--- config.mk ---
export PLATFORM = sky130hd
export DESIGN_NAME = cmdcrc_core
export DESIGN_NICKNAME = d
export VERILOG_FILES = /design/src/rtl/cmdcrc_pkg.sv /design/src/rtl/cmdcrc_core.sv
export VERILOG_INCLUDE_DIRS = /design/src /design/src/rtl
export SDC_FILE = /design/constraint.sdc
export NUM_CORES = 1
export LEC_CHECK = 0
export BUFFER_PORTS_ARGS = -buffer_cell sky130_fd_sc_hd__buf_4
export CORE_ASPECT_RATIO = 1.25
export CORE_MARGIN = 10
export CORE_UTILIZATION = 49
export CTS_BUF_LIST = sky130_fd_sc_hd__clkbuf_2
export DETAILED_ROUTE_END_ITERATION = 8
export PLACE_DENSITY = 0.95
export SETUP_SLACK_MARGIN = 0.5
export SLEW_MARGIN = 40
export SYNTH_ARGS = -nofsm -noshare
export SYNTH_HDL_FRONTEND = slang
export SYNTH_SLANG_ARGS = --single-unit
--- constraint.sdc ---
create_clock -name sys_clk -period 3.8 [get_ports sys_clk]
set_input_delay 0.38 -clock sys_clk [delete_from_list [all_inputs] [get_ports sys_clk]]
set_output_delay 0.38 -clock sys_clk [all_outputs]
set_load 0.005 [all_outputs]
--- src/rtl/cmdcrc_regs.svh ---
// timing-free constants for the command and identification crc block
`ifndef CMDCRC_REGS_SVH
`define CMDCRC_REGS_SVH
`define CMDCRC_POLY16 16'ha001
`define CMDCRC_POLY8 8'h8c
`define CMDCRC_CLEAR16 16'h0000
`define CMDCRC_CLEAR8 8'h00
`define CMDCRC_LAST_OFS 5'h1f
`define CMDCRC_HIDDEN_BYTE 8'hff
`define CMDCRC_ID_CRC_MSB 63
`define CMDCRC_ID_CRC_LSB 56
`endif

--- src/rtl/cmdcrc_pkg.sv ---
// types shared by the command and identification crc block
`default_nettype none
package cmdcrc_pkg;
    typedef enum logic [2:0] {
        CMDCRC_SRC_CMD = 3'b000,
        CMDCRC_SRC_ADDR = 3'b001,
        CMDCRC_SRC_STATUS = 3'b010,
        CMDCRC_SRC_DATA = 3'b011,
        CMDCRC_SRC_COUNTER = 3'b100,
        CMDCRC_SRC_CONTROL = 3'b101
    } cmdcrc_src_t;
    typedef enum logic [1:0] {
        CMDCRC_OP_WRITE_PAD = 2'b00,
        CMDCRC_OP_READ_PAD = 2'b01,
        CMDCRC_OP_AUTH_READ = 2'b10,
        CMDCRC_OP_HASH = 2'b11
    } cmdcrc_op_t;
endpackage : cmdcrc_pkg
`default_nettype wire

--- src/rtl/cmdcrc_core.sv ---
// crc16 transaction checker and crc8 identification byte for a single-wire token
// Notes on behaviour
// - top identification byte is a fixed crc over the lower seven bytes
// - identification crc uses x^8+x^5+x^4+1
// - identification crc byte goes out true, not inverted
// - transaction crc is crc16 x^16+x^15+x^2+1 for four commands
// - transmitted crc16 is always the complement of the generator
// - scratchpad write: clear, then command, both addresses, all data
// - scratchpad write returns crc only if offset 11111b was written
// - write may start anywhere; crc same whatever the concealed flag
// - concealed flag set: written data feeds crc only, never stored
// - scratchpad read: clear, command, addresses, status, data from offset
// - read crc sent only when reading runs through the scratchpad end
// - concealed flag set: read crc takes ffh in place of data
// - authenticated read: command, addresses, data, page and secret counters
// - counters enter the crc least significant byte first
// - hash command crc: command, both addresses, control byte, from clear
`timescale 1ns/100ps
`default_nettype none
`include "cmdcrc_regs.svh"
module cmdcrc_core #(
    parameter logic [55:0] ID_BODY = 56'h00_0000_0000_0001
)(
    input wire logic sys_clk,
    input wire logic reset,
    input wire logic clk_en,
    input wire logic crc_clear,
    input wire cmdcrc_pkg::cmdcrc_op_t op,
    input wire logic byte_valid,
    input wire logic [7:0] byte_in,
    input wire cmdcrc_pkg::cmdcrc_src_t byte_src,
    input wire logic [4:0] pad_offset,
    input wire logic concealed_scratchpad_flag,
    input wire logic txn_end,
    output logic pad_store,
    output logic [63:0] id_number,
    output logic [15:0] crc_out,
    output logic crc_send,
    output logic [15:0] crc_state
);
    logic [15:0] crc_r;
    logic [7:0] id_crc_r;
    logic [15:0] crc_out_r;
    logic crc_send_r;
    logic reached_end_r;
    logic [7:0] feed_byte;

    function automatic logic [15:0] crc16_byte(input logic [15:0] c, input logic [7:0] d);
        logic [15:0] v;
        v = c;
        for (int i = 0; i < 8; i++)
        begin
            // lsb first, reflected form
            v = (v[0] ^ d[i]) ? ((v >> 1) ^ `CMDCRC_POLY16) : (v >> 1);
        end
        return v;
    endfunction : crc16_byte

    function automatic logic [7:0] crc8_bytes(input logic [55:0] d);
        logic [7:0] v;
        v = `CMDCRC_CLEAR8;
        for (int i = 0; i < 56; i++)
        begin
            v = (v[0] ^ d[i]) ? ((v >> 1) ^ `CMDCRC_POLY8) : (v >> 1);
        end
        return v;
    endfunction : crc8_bytes

    // concealed read data replaced by all ones
    always_comb
    begin
        feed_byte = byte_in;
        if (op == cmdcrc_pkg::CMDCRC_OP_READ_PAD && byte_src == cmdcrc_pkg::CMDCRC_SRC_DATA
            && concealed_scratchpad_flag)
        begin
            feed_byte = `CMDCRC_HIDDEN_BYTE;
        end
    end

    // write data stored only when not concealed
    assign pad_store = clk_en && byte_valid && op == cmdcrc_pkg::CMDCRC_OP_WRITE_PAD
        && byte_src == cmdcrc_pkg::CMDCRC_SRC_DATA && !concealed_scratchpad_flag;

    // identification crc computed at reset release, held fixed
    always_ff @(posedge sys_clk)
    begin
        if (reset)
        begin
            id_crc_r <= `CMDCRC_CLEAR8;
        end
        else if (clk_en)
        begin
            id_crc_r <= crc8_bytes(ID_BODY);
        end
    end
    assign id_number = {id_crc_r, ID_BODY}; // true form

    // generator; caller orders bytes, counters lsb first
    always_ff @(posedge sys_clk)
    begin
        if (reset)
        begin
            crc_r <= `CMDCRC_CLEAR16;
        end
        else if (clk_en)
        begin
            if (crc_clear)
            begin
                crc_r <= `CMDCRC_CLEAR16;
            end
            else if (byte_valid)
            begin
                crc_r <= crc16_byte(crc_r, feed_byte);
            end
        end
    end
    assign crc_state = crc_r;

    // tracks whether the last scratchpad offset was covered
    always_ff @(posedge sys_clk)
    begin
        if (reset)
        begin
            reached_end_r <= 1'b0;
        end
        else if (clk_en)
        begin
            if (crc_clear)
            begin
                reached_end_r <= 1'b0;
            end
            else if (byte_valid && byte_src == cmdcrc_pkg::CMDCRC_SRC_DATA
                && pad_offset == `CMDCRC_LAST_OFS)
            begin
                reached_end_r <= 1'b1;
            end
        end
    end

    // complemented result at transaction end
    always_ff @(posedge sys_clk)
    begin
        if (reset)
        begin
            crc_out_r <= 16'h0000;
            crc_send_r <= 1'b0;
        end
        else if (clk_en)
        begin
            crc_send_r <= 1'b0;
            if (txn_end)
            begin
                crc_out_r <= ~crc_r;
                unique case (op)
                    cmdcrc_pkg::CMDCRC_OP_WRITE_PAD,
                    cmdcrc_pkg::CMDCRC_OP_READ_PAD: crc_send_r <= reached_end_r;
                    cmdcrc_pkg::CMDCRC_OP_AUTH_READ,
                    cmdcrc_pkg::CMDCRC_OP_HASH: crc_send_r <= 1'b1;
                endcase
            end
        end
    end
    assign crc_out = crc_out_r;
    assign crc_send = crc_send_r;

    a_crc_inverted: assert property (@(posedge sys_clk) disable iff (reset)
        clk_en && txn_end |=> crc_out == ~$past(crc_r))
        else $error("sent crc is not the complement");
    a_clear_zeroes: assert property (@(posedge sys_clk) disable iff (reset)
        clk_en && crc_clear |=> crc_r == 16'h0000)
        else $error("clear did not zero the generator");
    a_pad_send_gate: assert property (@(posedge sys_clk) disable iff (reset)
        clk_en && txn_end && op inside {cmdcrc_pkg::CMDCRC_OP_WRITE_PAD,
        cmdcrc_pkg::CMDCRC_OP_READ_PAD} && !reached_end_r |=> !crc_send)
        else $error("crc sent without reaching last offset");
    a_hidden_no_store: assert property (@(posedge sys_clk) disable iff (reset)
        concealed_scratchpad_flag |-> !pad_store)
        else $error("concealed data was stored");
    a_hidden_ones: assert property (@(posedge sys_clk) disable iff (reset)
        clk_en && byte_valid && !crc_clear && concealed_scratchpad_flag
        && op == cmdcrc_pkg::CMDCRC_OP_READ_PAD && byte_src == cmdcrc_pkg::CMDCRC_SRC_DATA
        |=> crc_r == crc16_byte($past(crc_r), 8'hff))
        else $error("concealed read did not feed ffh");
    a_id_true_form: assert property (@(posedge sys_clk) disable iff (reset)
        $past(clk_en) && !$past(reset) |-> id_number[63:56] == crc8_bytes(ID_BODY))
        else $error("identification crc byte wrong");
    a_auth_sends: assert property (@(posedge sys_clk) disable iff (reset)
        clk_en && txn_end && op == cmdcrc_pkg::CMDCRC_OP_AUTH_READ |=> crc_send)
        else $error("authenticated read crc not sent");
    a_hash_sends: assert property (@(posedge sys_clk) disable iff (reset)
        clk_en && txn_end && op == cmdcrc_pkg::CMDCRC_OP_HASH |=> crc_send)
        else $error("hash crc not sent");

    // generator stepping, freezing and clearing; result freezing, send pulse and holding
    a_freeze_crc: assert property (@(posedge sys_clk) disable iff (reset)
        !clk_en |=> $stable(crc_r))
        else $error("generator moved while frozen");
    a_freeze_out: assert property (@(posedge sys_clk) disable iff (reset)
        !clk_en |=> $stable(crc_out) && $stable(crc_send))
        else $error("result moved while frozen");
    a_send_pulse: assert property (@(posedge sys_clk) disable iff (reset)
        clk_en && !txn_end |=> !crc_send)
        else $error("crc send without transaction end");
    a_out_holds: assert property (@(posedge sys_clk) disable iff (reset)
        clk_en && !txn_end |=> $stable(crc_out))
        else $error("sent crc changed between transactions");
    a_feed_step: assert property (@(posedge sys_clk) disable iff (reset)
        clk_en && byte_valid && !crc_clear
        |=> crc_r == crc16_byte($past(crc_r), $past(feed_byte)))
        else $error("generator did not take the fed byte");
    a_clear_wins: assert property (@(posedge sys_clk) disable iff (reset)
        clk_en && crc_clear && byte_valid |=> crc_r == `CMDCRC_CLEAR16)
        else $error("byte fed during clear");
    a_idle_holds: assert property (@(posedge sys_clk) disable iff (reset)
        clk_en && !crc_clear && !byte_valid |=> $stable(crc_r))
        else $error("generator moved without a byte");
    a_cmd_feed: assert property (@(posedge sys_clk) disable iff (reset)
        clk_en && byte_valid && !crc_clear && byte_src == cmdcrc_pkg::CMDCRC_SRC_CMD
        |=> crc_r == crc16_byte($past(crc_r), $past(byte_in)))
        else $error("command byte not fed as sent");
    a_addr_feed: assert property (@(posedge sys_clk) disable iff (reset)
        clk_en && byte_valid && !crc_clear && byte_src == cmdcrc_pkg::CMDCRC_SRC_ADDR
        |=> crc_r == crc16_byte($past(crc_r), $past(byte_in)))
        else $error("address byte not fed as sent");
    a_status_feed: assert property (@(posedge sys_clk) disable iff (reset)
        clk_en && byte_valid && !crc_clear && byte_src == cmdcrc_pkg::CMDCRC_SRC_STATUS
        |=> crc_r == crc16_byte($past(crc_r), $past(byte_in)))
        else $error("status byte not fed as sent");
    a_counter_feed: assert property (@(posedge sys_clk) disable iff (reset)
        clk_en && byte_valid && !crc_clear && byte_src == cmdcrc_pkg::CMDCRC_SRC_COUNTER
        |=> crc_r == crc16_byte($past(crc_r), $past(byte_in)))
        else $error("counter byte not fed as sent");
    a_control_feed: assert property (@(posedge sys_clk) disable iff (reset)
        clk_en && byte_valid && !crc_clear && byte_src == cmdcrc_pkg::CMDCRC_SRC_CONTROL
        |=> crc_r == crc16_byte($past(crc_r), $past(byte_in)))
        else $error("control byte not fed as sent");
    a_write_feed_true: assert property (@(posedge sys_clk) disable iff (reset)
        clk_en && byte_valid && !crc_clear && op == cmdcrc_pkg::CMDCRC_OP_WRITE_PAD
        |=> crc_r == crc16_byte($past(crc_r), $past(byte_in)))
        else $error("write data not fed as received");
    a_plain_read_feed: assert property (@(posedge sys_clk) disable iff (reset)
        clk_en && byte_valid && !crc_clear && !concealed_scratchpad_flag
        && op == cmdcrc_pkg::CMDCRC_OP_READ_PAD
        |=> crc_r == crc16_byte($past(crc_r), $past(byte_in)))
        else $error("visible read data not fed");

    // scratchpad store and end-of-pad tracking
    a_write_store: assert property (@(posedge sys_clk) disable iff (reset)
        clk_en && byte_valid && op == cmdcrc_pkg::CMDCRC_OP_WRITE_PAD
        && byte_src == cmdcrc_pkg::CMDCRC_SRC_DATA && !concealed_scratchpad_flag
        |-> pad_store)
        else $error("visible write data not stored");
    a_read_no_store: assert property (@(posedge sys_clk) disable iff (reset)
        op != cmdcrc_pkg::CMDCRC_OP_WRITE_PAD |-> !pad_store)
        else $error("store outside a scratchpad write");
    a_end_flag_set: assert property (@(posedge sys_clk) disable iff (reset)
        clk_en && byte_valid && !crc_clear && byte_src == cmdcrc_pkg::CMDCRC_SRC_DATA
        && pad_offset == `CMDCRC_LAST_OFS |=> reached_end_r)
        else $error("last offset not noted");
    a_end_flag_clear: assert property (@(posedge sys_clk) disable iff (reset)
        clk_en && crc_clear |=> !reached_end_r)
        else $error("end flag survived a clear");
    a_pad_sends_full: assert property (@(posedge sys_clk) disable iff (reset)
        clk_en && txn_end && op inside {cmdcrc_pkg::CMDCRC_OP_WRITE_PAD,
        cmdcrc_pkg::CMDCRC_OP_READ_PAD} && reached_end_r |=> crc_send)
        else $error("crc withheld after last offset");

    // reset state
    a_id_reset_zero: assert property (@(posedge sys_clk)
        reset |=> id_number[63:56] == `CMDCRC_CLEAR8)
        else $error("identification crc not cleared by reset");
    a_reset_quiet: assert property (@(posedge sys_clk)
        reset |=> crc_state == `CMDCRC_CLEAR16 && !crc_send && crc_out == 16'h0000)
        else $error("reset left generator or result set");

    c_write_full: cover property (@(posedge sys_clk)
        op == cmdcrc_pkg::CMDCRC_OP_WRITE_PAD && crc_send);
    c_read_hidden: cover property (@(posedge sys_clk)
        op == cmdcrc_pkg::CMDCRC_OP_READ_PAD && concealed_scratchpad_flag && crc_send);
    c_auth_read: cover property (@(posedge sys_clk)
        op == cmdcrc_pkg::CMDCRC_OP_AUTH_READ && crc_send);
    c_hash_sent: cover property (@(posedge sys_clk)
        op == cmdcrc_pkg::CMDCRC_OP_HASH && crc_send);
    c_write_short: cover property (@(posedge sys_clk)
        op == cmdcrc_pkg::CMDCRC_OP_WRITE_PAD && txn_end && !reached_end_r);
endmodule : cmdcrc_core
`default_nettype wire

[Yosys cells after proc, flatten, opt, wreduce, memory -nomap -nowiden]
Cells that the tools add are included.
Operators by class
  $add $sub $neg: 0
  multipliers: 0
  divide/modulo/power cells: 0
  $lt $le $gt $ge: 0
  equality and inequality tests: 5
  shift operators: 0
  mux-type cells: 15
  bitwise operators: 17
  reductions and logical operators: 17
Operators by type and width (count)
  $mux W16: 10
  $not A2 Y3: 8
  $not A16 Y16: 1
  $logic_and A1 B1 Y1: 8
  $mux W8: 1
  $xor A1 B1 Y1: 8
  $reduce_and A2 Y1: 3
  $eq A5 B5 Y1 const B: 1
  $eq A2 B2 Y1 const B: 2
  $reduce_bool A2 Y1: 2
  $reduce_or A2 Y1: 2
  $eq A3 B2 Y1 const B: 1
  $mux W1: 3
  $eq A2 B1 Y1 const B: 1
  $logic_not A2 Y1: 1
  $pmux W1 S2: 1
  $logic_not A1 Y1: 1
Storage, ports and cells
  bits in registers: 35
  bits in latches: 0
  memory bits (writable): 0
  memory bits (read-only): 0
  input port bits: 25
  output and inout port bits: 98
  word-level logic and storage cells: 59
  memories kept: 0

[Depth between registers and ports, before layout]
Gate-level depths: netlist of run 1.
  depth in word-level cells: 22
  depth in mapped cells: 6
  gate-level depth less buffers: 5

[Least setup slack after synthesis of run 1]
OpenSTA, ideal clock, no wires.
  kind: register -> register
  from: reg crc_r[1], in the netlist crc_state[1]
  to: reg crc_r[15], in the netlist crc_state[15]
  setup time: 62 ps
  data arrival time: 1894 ps
  required time: 3738 ps
  path slack: 1844 ps
  stages on the path, launching flop included: 7
  buffers on the path: 1
  clock period less this slack: 1956 ps
  cells stage by stage: dfxtp_1 clkbuf_1 xor3_1 xnor3_1 or3_4 a2111o_1 nand3_1
Between the ends
  word-level cells in the longest chain between the ends: 18
Ends and longest elaborated chain
  start, declared: line cmdcrc_core.sv:41  | logic [15:0] crc_r;
  start signal, assigned: line cmdcrc_core.sv:103  | crc_r <= `CMDCRC_CLEAR16;
  start signal, assigned: line cmdcrc_core.sv:109  | crc_r <= `CMDCRC_CLEAR16;
  start signal, assigned: line cmdcrc_core.sv:113  | crc_r <= crc16_byte(crc_r, feed_byte);
  $not A2 Y3 (no line)
  $mux W16 (*): line cmdcrc_core.sv:54  | v = (v[0] ^ d[i]) ? ((v >> 1) ^ `CMDCRC_POLY16) : (v >> 1);
  $xor A1 B1 Y1 (*): line cmdcrc_core.sv:54
  $mux W16 (*): line cmdcrc_core.sv:54
  $xor A1 B1 Y1 (*): line cmdcrc_core.sv:54
  $mux W16 (*): line cmdcrc_core.sv:54
  $xor A1 B1 Y1 (*): line cmdcrc_core.sv:54
  $mux W16 (*): line cmdcrc_core.sv:54
  (+2 left out)
  $xor A1 B1 Y1 (*): line cmdcrc_core.sv:54
  $mux W16 (*): line cmdcrc_core.sv:54
  $xor A1 B1 Y1 (*): line cmdcrc_core.sv:54
  $mux W16 (*): line cmdcrc_core.sv:54
  $xor A1 B1 Y1 (*): line cmdcrc_core.sv:54
  $mux W16 (*): line cmdcrc_core.sv:54
  $mux W16 (*): line cmdcrc_core.sv:111  | else if (byte_valid)
  $mux W16 (*): line cmdcrc_core.sv:107  | if (crc_clear)
Mark *: on every way between the ends. The rest lies on a longest branch, timed or not. The select of a mux whose other input is x is not followed.
A chain may end at the register's enable or synchronous reset.

[Worst setup path in the final report of run 1]
  from: reg crc_r[5], in the netlist crc_state[5]
  to: reg crc_r[15], in the netlist crc_state[15]
Between the ends
  word-level cells in the longest chain between the ends: 14
Ends and longest elaborated chain (line)
  $mux W16 (*) (4 in series): cmdcrc_core.sv:54
  $not A2 Y3 (no line)
  $mux W16 (*): cmdcrc_core.sv:54
  $xor A1 B1 Y1 (*): cmdcrc_core.sv:54
  $mux W16 (*): cmdcrc_core.sv:54
  $xor A1 B1 Y1 (*): cmdcrc_core.sv:54
  $mux W16 (*): cmdcrc_core.sv:54
  $xor A1 B1 Y1 (*): cmdcrc_core.sv:54
  $mux W16 (*): cmdcrc_core.sv:54
  $mux W16 (*): cmdcrc_core.sv:111
  $mux W16 (*): cmdcrc_core.sv:107
Marked as above.

==> metrics, run 1 <==
status=complete, no violations; Synth Area in Adders=0%; drt first pass iters=4; Worst setup EP type=flop; worst vdd ir=0.1384 mV; total gr overflow=0; Total GRT Usage=approximately an eighth; Hold WS=0.1953 ns; core area=4164 um2; CTS buffer count=5; Cell Pwr Density=321.3 nW/um2; Worst-path clk slew=roughly 0.23 ns; mux contribution to synthesized area=0%; Core Rows=26; die outline width=79.24 um; CTS Sinks=35; Finish-stage setup viols=0; post-synthesis compound-gate area fraction=15.48%; fin nets=321; PortBufs=63; antenna violations before repair=0; worst rel slew slack=between 60% and 70%; Lkg Pwr=about 1.2 nW; Iteration-0 DRC Markers=72; Vias/cell=4.643; # IOs=around 120; Synth Cell Area=2150 um2; Yosys reg bits=35; worst path arrival time=2.47 ns; actual slew at the worst max-slew pin=0.5842 ns; # H-tree levels=2; commonest non-fill, non-tap cell in the layout=buf_4; CP startpoint kind=flop; Max Freq=468.6 MHz; post-synthesis instance total=~240; TNS Setup=0 ns; antenna cells=0; WP data required=4.14 ns; clk_lat worst skew=0.40 ns; synthesis-to-layout area growth=13.74%; MaxCap Viol Count=0; Hold Fails Final Rpt=0; fin crit share=56.16%; DP Worst Slack=~1.7 ns; Clock Tree Buf Depth=2; post-CTS sizing=0; Synth Area in XOR/XNOR=between 10% and 20%; Placed Instances=about 350; most frequent cells in the layout=buf_4 (63), conb_1 (59), nor2_1 (35), dfxtp_1 (35), a211oi_1 (16); HPWL Detailed=4.234 mm; vias after detailed routing=1639; per-cell routed wire length=14.45 um; setup ws final=1.666 ns; Hold WC Path Type=input pin to flop; # DRC=0; global placer's final weighted congestion=0.8816; vias in the first global route=1663; Final Max Tran Viols=0; first-pass GRT wire length=8.093 mm; die height=about 94 um; async set-reset flop share out of synthesis=0%; Yosys warnings=0; Period minus WS final=2.134 ns; Worst Path Max Fanout=5; final antenna-violating net count=0; Syn Area/Cell=a little under 9 um2; final core occ=58.71%; CTS tree=built; Root Driver=clkbuf_2; Post-synth top flop=dfxtp_1; largest family of logic cells by synthesized area=buffers and inverters; pin count of the biggest net entering global routing=37; routed wire length=5.100 mm; Max Clock Skew=0.03355 ns; ratio of cells with drive above 1 in the final layout=25.93%; register area share after synthesis=about a third; Setup CP Type=flop to flop; die area=7453 um2; simple-gate share of the synthesized area=11.12%; Post-CTS Setup Inserts=0; Finished Layout Cells=between 300 and 400; EDFF count, synth=0; Synth cell types=33; initial core utilization=just over 50%; RSZ-0062 raised after global routing=false; cts hold-fix bufs=0
## metrics by stage
| stage | power, W | instance area (um2) |
|---|---|---|
| after floorplan | 0.0005769 | 2364 |
| after global placement | 0.0005987 | 2389 |
| after detailed placement | 0.0006054 | 2396 |
| after CTS | 0.0007854 | 2445 |
| after global routing | 0.0008278 | 2445 |
| final | 0.0007856 | 2445 |
## cell families after synthesis
| group | after synthesis |
|---|---|
| AO/OA/AOI/OAI | 47 |
| XOR/XNOR | 32 |
| buffers and inverters | 75 |
| flip-flops | 35 |
| other | 2 |
| AND/OR/NAND/NOR | 53 |
## where the power goes
group	switching [W]	leakage [nW]	internal [W]
Clock	0.000138	0.0256	0.0000471
Sequential	0.0000155	0.287	0.000386
Combinational	0.0000937	0.854	0.000105
Total	0.000248	1.17	0.000538
## cells in the mapped netlist (2+ instances only)
library cell  instances  area, um2
a21oi_1               2      10.01
buf_4                63      473.0
xnor2_1              12      105.1
xor3_1                2      47.55
conb_1                2      7.510
a211oi_1             16      120.1
nor2_1               36      135.1
o21ai_0               7      35.03
a22oi_1              13      97.59
xor2_1               15      131.4
o21bai_1              3      22.52
clkbuf_1             11      41.29
dfxtp_1              35      700.7
or2_2                 2      12.51
xnor3_1               3      67.56
nand2_1               5      18.77
## worst max-delay path, stage by stage, from the launching register on
cell and delay (ns):
dfxtp_1 0.50, xor2_1 0.25, xnor3_1 0.49, or3_4 0.37
a2111o_1 0.38, nand3_1 0.08
## flip-flops by register name (all words and copies together), names as in the netlist
signal,cells
crc_state,16
crc_send,1
crc_out,16
id_crc_r,1
reached_end_r,1
## path summary, 6_finish.rpt
path	from	end	slack, ns	cells after the start
worst max-delay path	crc_state[5]$_SDFFE_PP0P_	crc_state[15]$_SDFFE_PP0P_	1.67	5
worst max register to register	crc_state[5]$_SDFFE_PP0P_	crc_state[15]$_SDFFE_PP0P_	1.67	5
worst min register to register	crc_send$_SDFFE_PP0P_	crc_send$_SDFFE_PP0P_	0.50	2
worst min-delay path	crc_clear	reached_end_r$_SDFFE_PP0P_	0.20	2
## cell type report
class	instances	area (um2)
timing repair buffer	63	473.0
tap	56	70.07
fill	399	1719
clock buffer	5	25.02
clock inverter	3	23.77
sequential	35	700.7
multi-input combinational	191	1152
## layer usage
metal	part of all wire [%]	global-route usage, %	vias to the layer above
met5	0	0	-
met4	1.3	5.389	0
met3	8.5	5.077	7
met2	52	23.23	84
met1	38	13.88	742
li1	-	-	806
No activity file was read; power rests on OpenSTA's default activity.
==> inputs of run 2 (changes only) <==
--- a/config.mk
+++ b/config.mk
@@ -9,10 +9,10 @@
 export BUFFER_PORTS_ARGS = -buffer_cell sky130_fd_sc_hd__buf_4
 export CORE_ASPECT_RATIO = 1.25
 export CORE_MARGIN = 10
-export CORE_UTILIZATION = 49
+export CORE_UTILIZATION = 41
 export CTS_BUF_LIST = sky130_fd_sc_hd__clkbuf_2
 export DETAILED_ROUTE_END_ITERATION = 8
-export PLACE_DENSITY = 0.95
+export PLACE_DENSITY = 0.89
 export SETUP_SLACK_MARGIN = 0.5
 export SLEW_MARGIN = 40
 export SYNTH_ARGS = -nofsm -noshare
==> constraint.sdc (replaced) <==
create_clock -name sys_clk -period 1.92 [get_ports sys_clk]
set_input_delay 0.192 -clock sys_clk [delete_from_list [all_inputs] [get_ports sys_clk]]
set_output_delay 0.192 -clock sys_clk [all_outputs]
set_load 0.005 [all_outputs]
==> metrics, run 2 (synthesis results as in run 1) <==
worst rel slew slack=65.24% (+4.2 points); hold wc startpoint=clk_en; Placed Instances=362 (+4.9%); combinational power share=25.4% (+0.2 points); R2R Setup Slk=0.06 ns (-1.60 ns); total gr overflow=0 (unchanged); Lkg Pwr=1.264 nW (+8.4%); net switching power figure=0.0004706 W (+90%); # DRC=0 (unchanged); antenna cells=0 (unchanged); Total GRT Usage=11.98% (-1.3 points); Finished Layout Cells=374 (+5.9%); CTS tree=built; final core occ=51.21% (-7.5 points); CP startpoint kind=flop; Period minus WS final=1.856 ns (-0.2782 ns); most frequent cells in the layout=buf_4 (76), conb_1 (59), nor2_1 (35); worst vdd ir=0.2415 mV (+75%); status=complete, no violations; commonest non-fill, non-tap cell in the layout=buf_4; worst path arrival time=2.19 ns (-0.28 ns); Hold Crit Depth=2 (unchanged); WP data required=2.25 ns (-1.89 ns); setup ws final=0.06408 ns (-1.602 ns); fin nets=336 (+4.7%); die height=101.0 um (+7.3%); CTS buffer count=5 (unchanged); actual slew at the worst max-slew pin=0.5209 ns (-0.06334 ns); worst r2r dst=crc_state[15]$_SDFFE_PP0P_; RR Startpoint=crc_state[5]$_SDFFE_PP0P_; HPWL Detailed=4.460 mm (+5.3%); crit-path cells=xor2_2, xnor3_1, or3_4, a2111o_1, nand3_1; Top Family by Delay on Critical Path=XOR/XNOR gates; Max Clock Skew=0.02480 ns (-0.008750 ns); slowest CP cell=xnor3_1; Finish-stage setup viols=0 (unchanged); drt first pass iters=4 (unchanged); fin crit share=96.66% (+41 points); pin count of the biggest net entering global routing=37 (unchanged); vias after detailed routing=1705 (+4.0%); die area=8557 um2 (+15%); Hold Fails Final Rpt=0 (unchanged); clk_lat worst skew=0.39 ns (about the same); RSZ-0062 raised after global routing=true; first-pass GRT wire length=8.466 mm (+4.6%); Max Freq=538.8 MHz (+15%); placed cell area=2491 um2 (+4.0%); # H-tree levels=2 (unchanged); initial core utilization=42.32% (-9.3 points); per-cell routed wire length=14.63 um (+1.3%); die outline width=84.77 um (+7.0%); CP peak stage delay=0.44 ns (-0.06 ns); MaxCap Viol Count=0 (unchanged); clock power share=27.4% (+3.8 points); Worst Hold End=reached_end_r$_SDFFE_PP0P_; Core Rows=29 (+12%); # IOs=123 (unchanged); vias in the first global route=1764 (+6.1%); Cell Pwr Density=643.4 nW/um2 (+100%); Bufs and invs on worst path=0 (unchanged); core area=5080 um2 (+22%); Vias/cell=4.559 (-1.8%); Seq pwr share=47.2% (-3.9 points); worst-case reg-to-reg path depth=5 (unchanged); Final Max Tran Viols=0 (unchanged); PortBufs=63 (unchanged); routed wire length=5.472 mm (+7.3%); Worst setup EP type=flop; Clock Tree Buf Depth=2 (unchanged); ratio of cells with drive above 1 in the final layout=30.13% (+4.2 points); final antenna-violating net count=0 (unchanged); Iteration-0 DRC Markers=110 (+53%); CTS Sinks=35 (unchanged); Root Driver=clkbuf_2; Worst Path Max Fanout=3 (-2); global placer's final weighted congestion=0.8741 (-0.85%); Hold WS=0.02769 ns (-0.1676 ns); Worst-path clk slew=0.19 ns (-0.04 ns); cell-internal power=0.001203 W (+120%); antenna violations before repair=0 (unchanged); Hold WC Path Type=input pin to flop; Setup CP Type=flop to flop; DP Worst Slack=0.05479 ns (-1.632 ns); Switching Share=28.11% (-3.4 points); final instance area=2601 um2 (+6.4%); synthesis-to-layout area growth=21.01%
-- run 2: changes by cell type in the layout (fill, tap and decap cells not counted), sizes merged --
| cell | before | now |
|---|---|---|
| bufinv | 0 | 1 |
| clkinvlp | 2 | 0 |
| dlygate4sd3 | 0 | 1 |
| clkinv | 0 | 2 |
| buf | 63 | 77 |
| inv | 1 | 0 |
-- run 2: metrics by stage --
stage | total power [W] | TNS, ns
after floorplan | 0.001137 | 0
after global placement | 0.001193 | 0
after detailed placement | 0.001205 | 0
after CTS | 0.001673 | 0
after global routing | 0.001775 | -0.01402
final | 0.001674 | 0
-- run 2: layer usage --
layer | vias up | track usage [%] | wire length [um]
met4 | 0 | 5.330 | 118
met1 | 773 | 12.09 | 2114
met3 | 11 | 4.126 | 398
li1 | 837 | - | -
met5 | - | 0 | 0
met2 | 84 | 21.70 | 2840
-- run 2: final cells by class --
class / instances / area [um2]
multi-input cells: 191 / 1162
clock inverters: 3 / 38.79
well taps: 62 / 77.57
flip-flops and latches: 35 / 705.7
repair buffers: 78 / 591.8
fillers: 492 / 2479
clock buffers: 5 / 25.02
-- run 2: worst max-delay path by stage --
stage | startpoint | endpoint | slack, ns | cells past startpoint
final | crc_state[5]$_SDFFE_PP0P_ | crc_state[15]$_SDFFE_PP0P_ | 0.06 | 5
after floorplan | crc_state[1]$_SDFFE_PP0P_ | crc_state[15]$_SDFFE_PP0P_ | 0.07 | 6
after CTS | crc_state[5]$_SDFFE_PP0P_ | crc_state[15]$_SDFFE_PP0P_ | 0.06 | 5
after global routing | crc_state[6]$_SDFFE_PP0P_ | crc_state[15]$_SDFFE_PP0P_ | -0.01 | 5
after detailed placement | crc_state[3]$_SDFFE_PP0P_ | crc_state[15]$_SDFFE_PP0P_ | 0.05 | 5
after global placement | byte_in[1] | crc_state[15]$_SDFFE_PP0P_ | 0.1 | 6
-- run 2: power by group through the flow --
| stage | sequential [W] | clock (W) | combinational (W) |
|---|---|---|---|
| after floorplan | 0.000808 | 0 | 0.000328 |
| after global routing | 0.000796 | 0.000511 | 0.000467 |
| final | 0.000789 | 0.000459 | 0.000426 |
| after detailed placement | 0.000805 | 0 | 0.000400 |
| after global placement | 0.000803 | 0 | 0.000391 |
| after CTS | 0.000790 | 0.000470 | 0.000414 |
-- run 2: timing repair --
item,4_1_cts,5_1_grt
buffers inserted,2,1
pin swaps,3,2
hold buffers,1,0
endpoints found under the hold margin,1,0
endpoints found under the setup margin,3,3
resized for setup,1,1
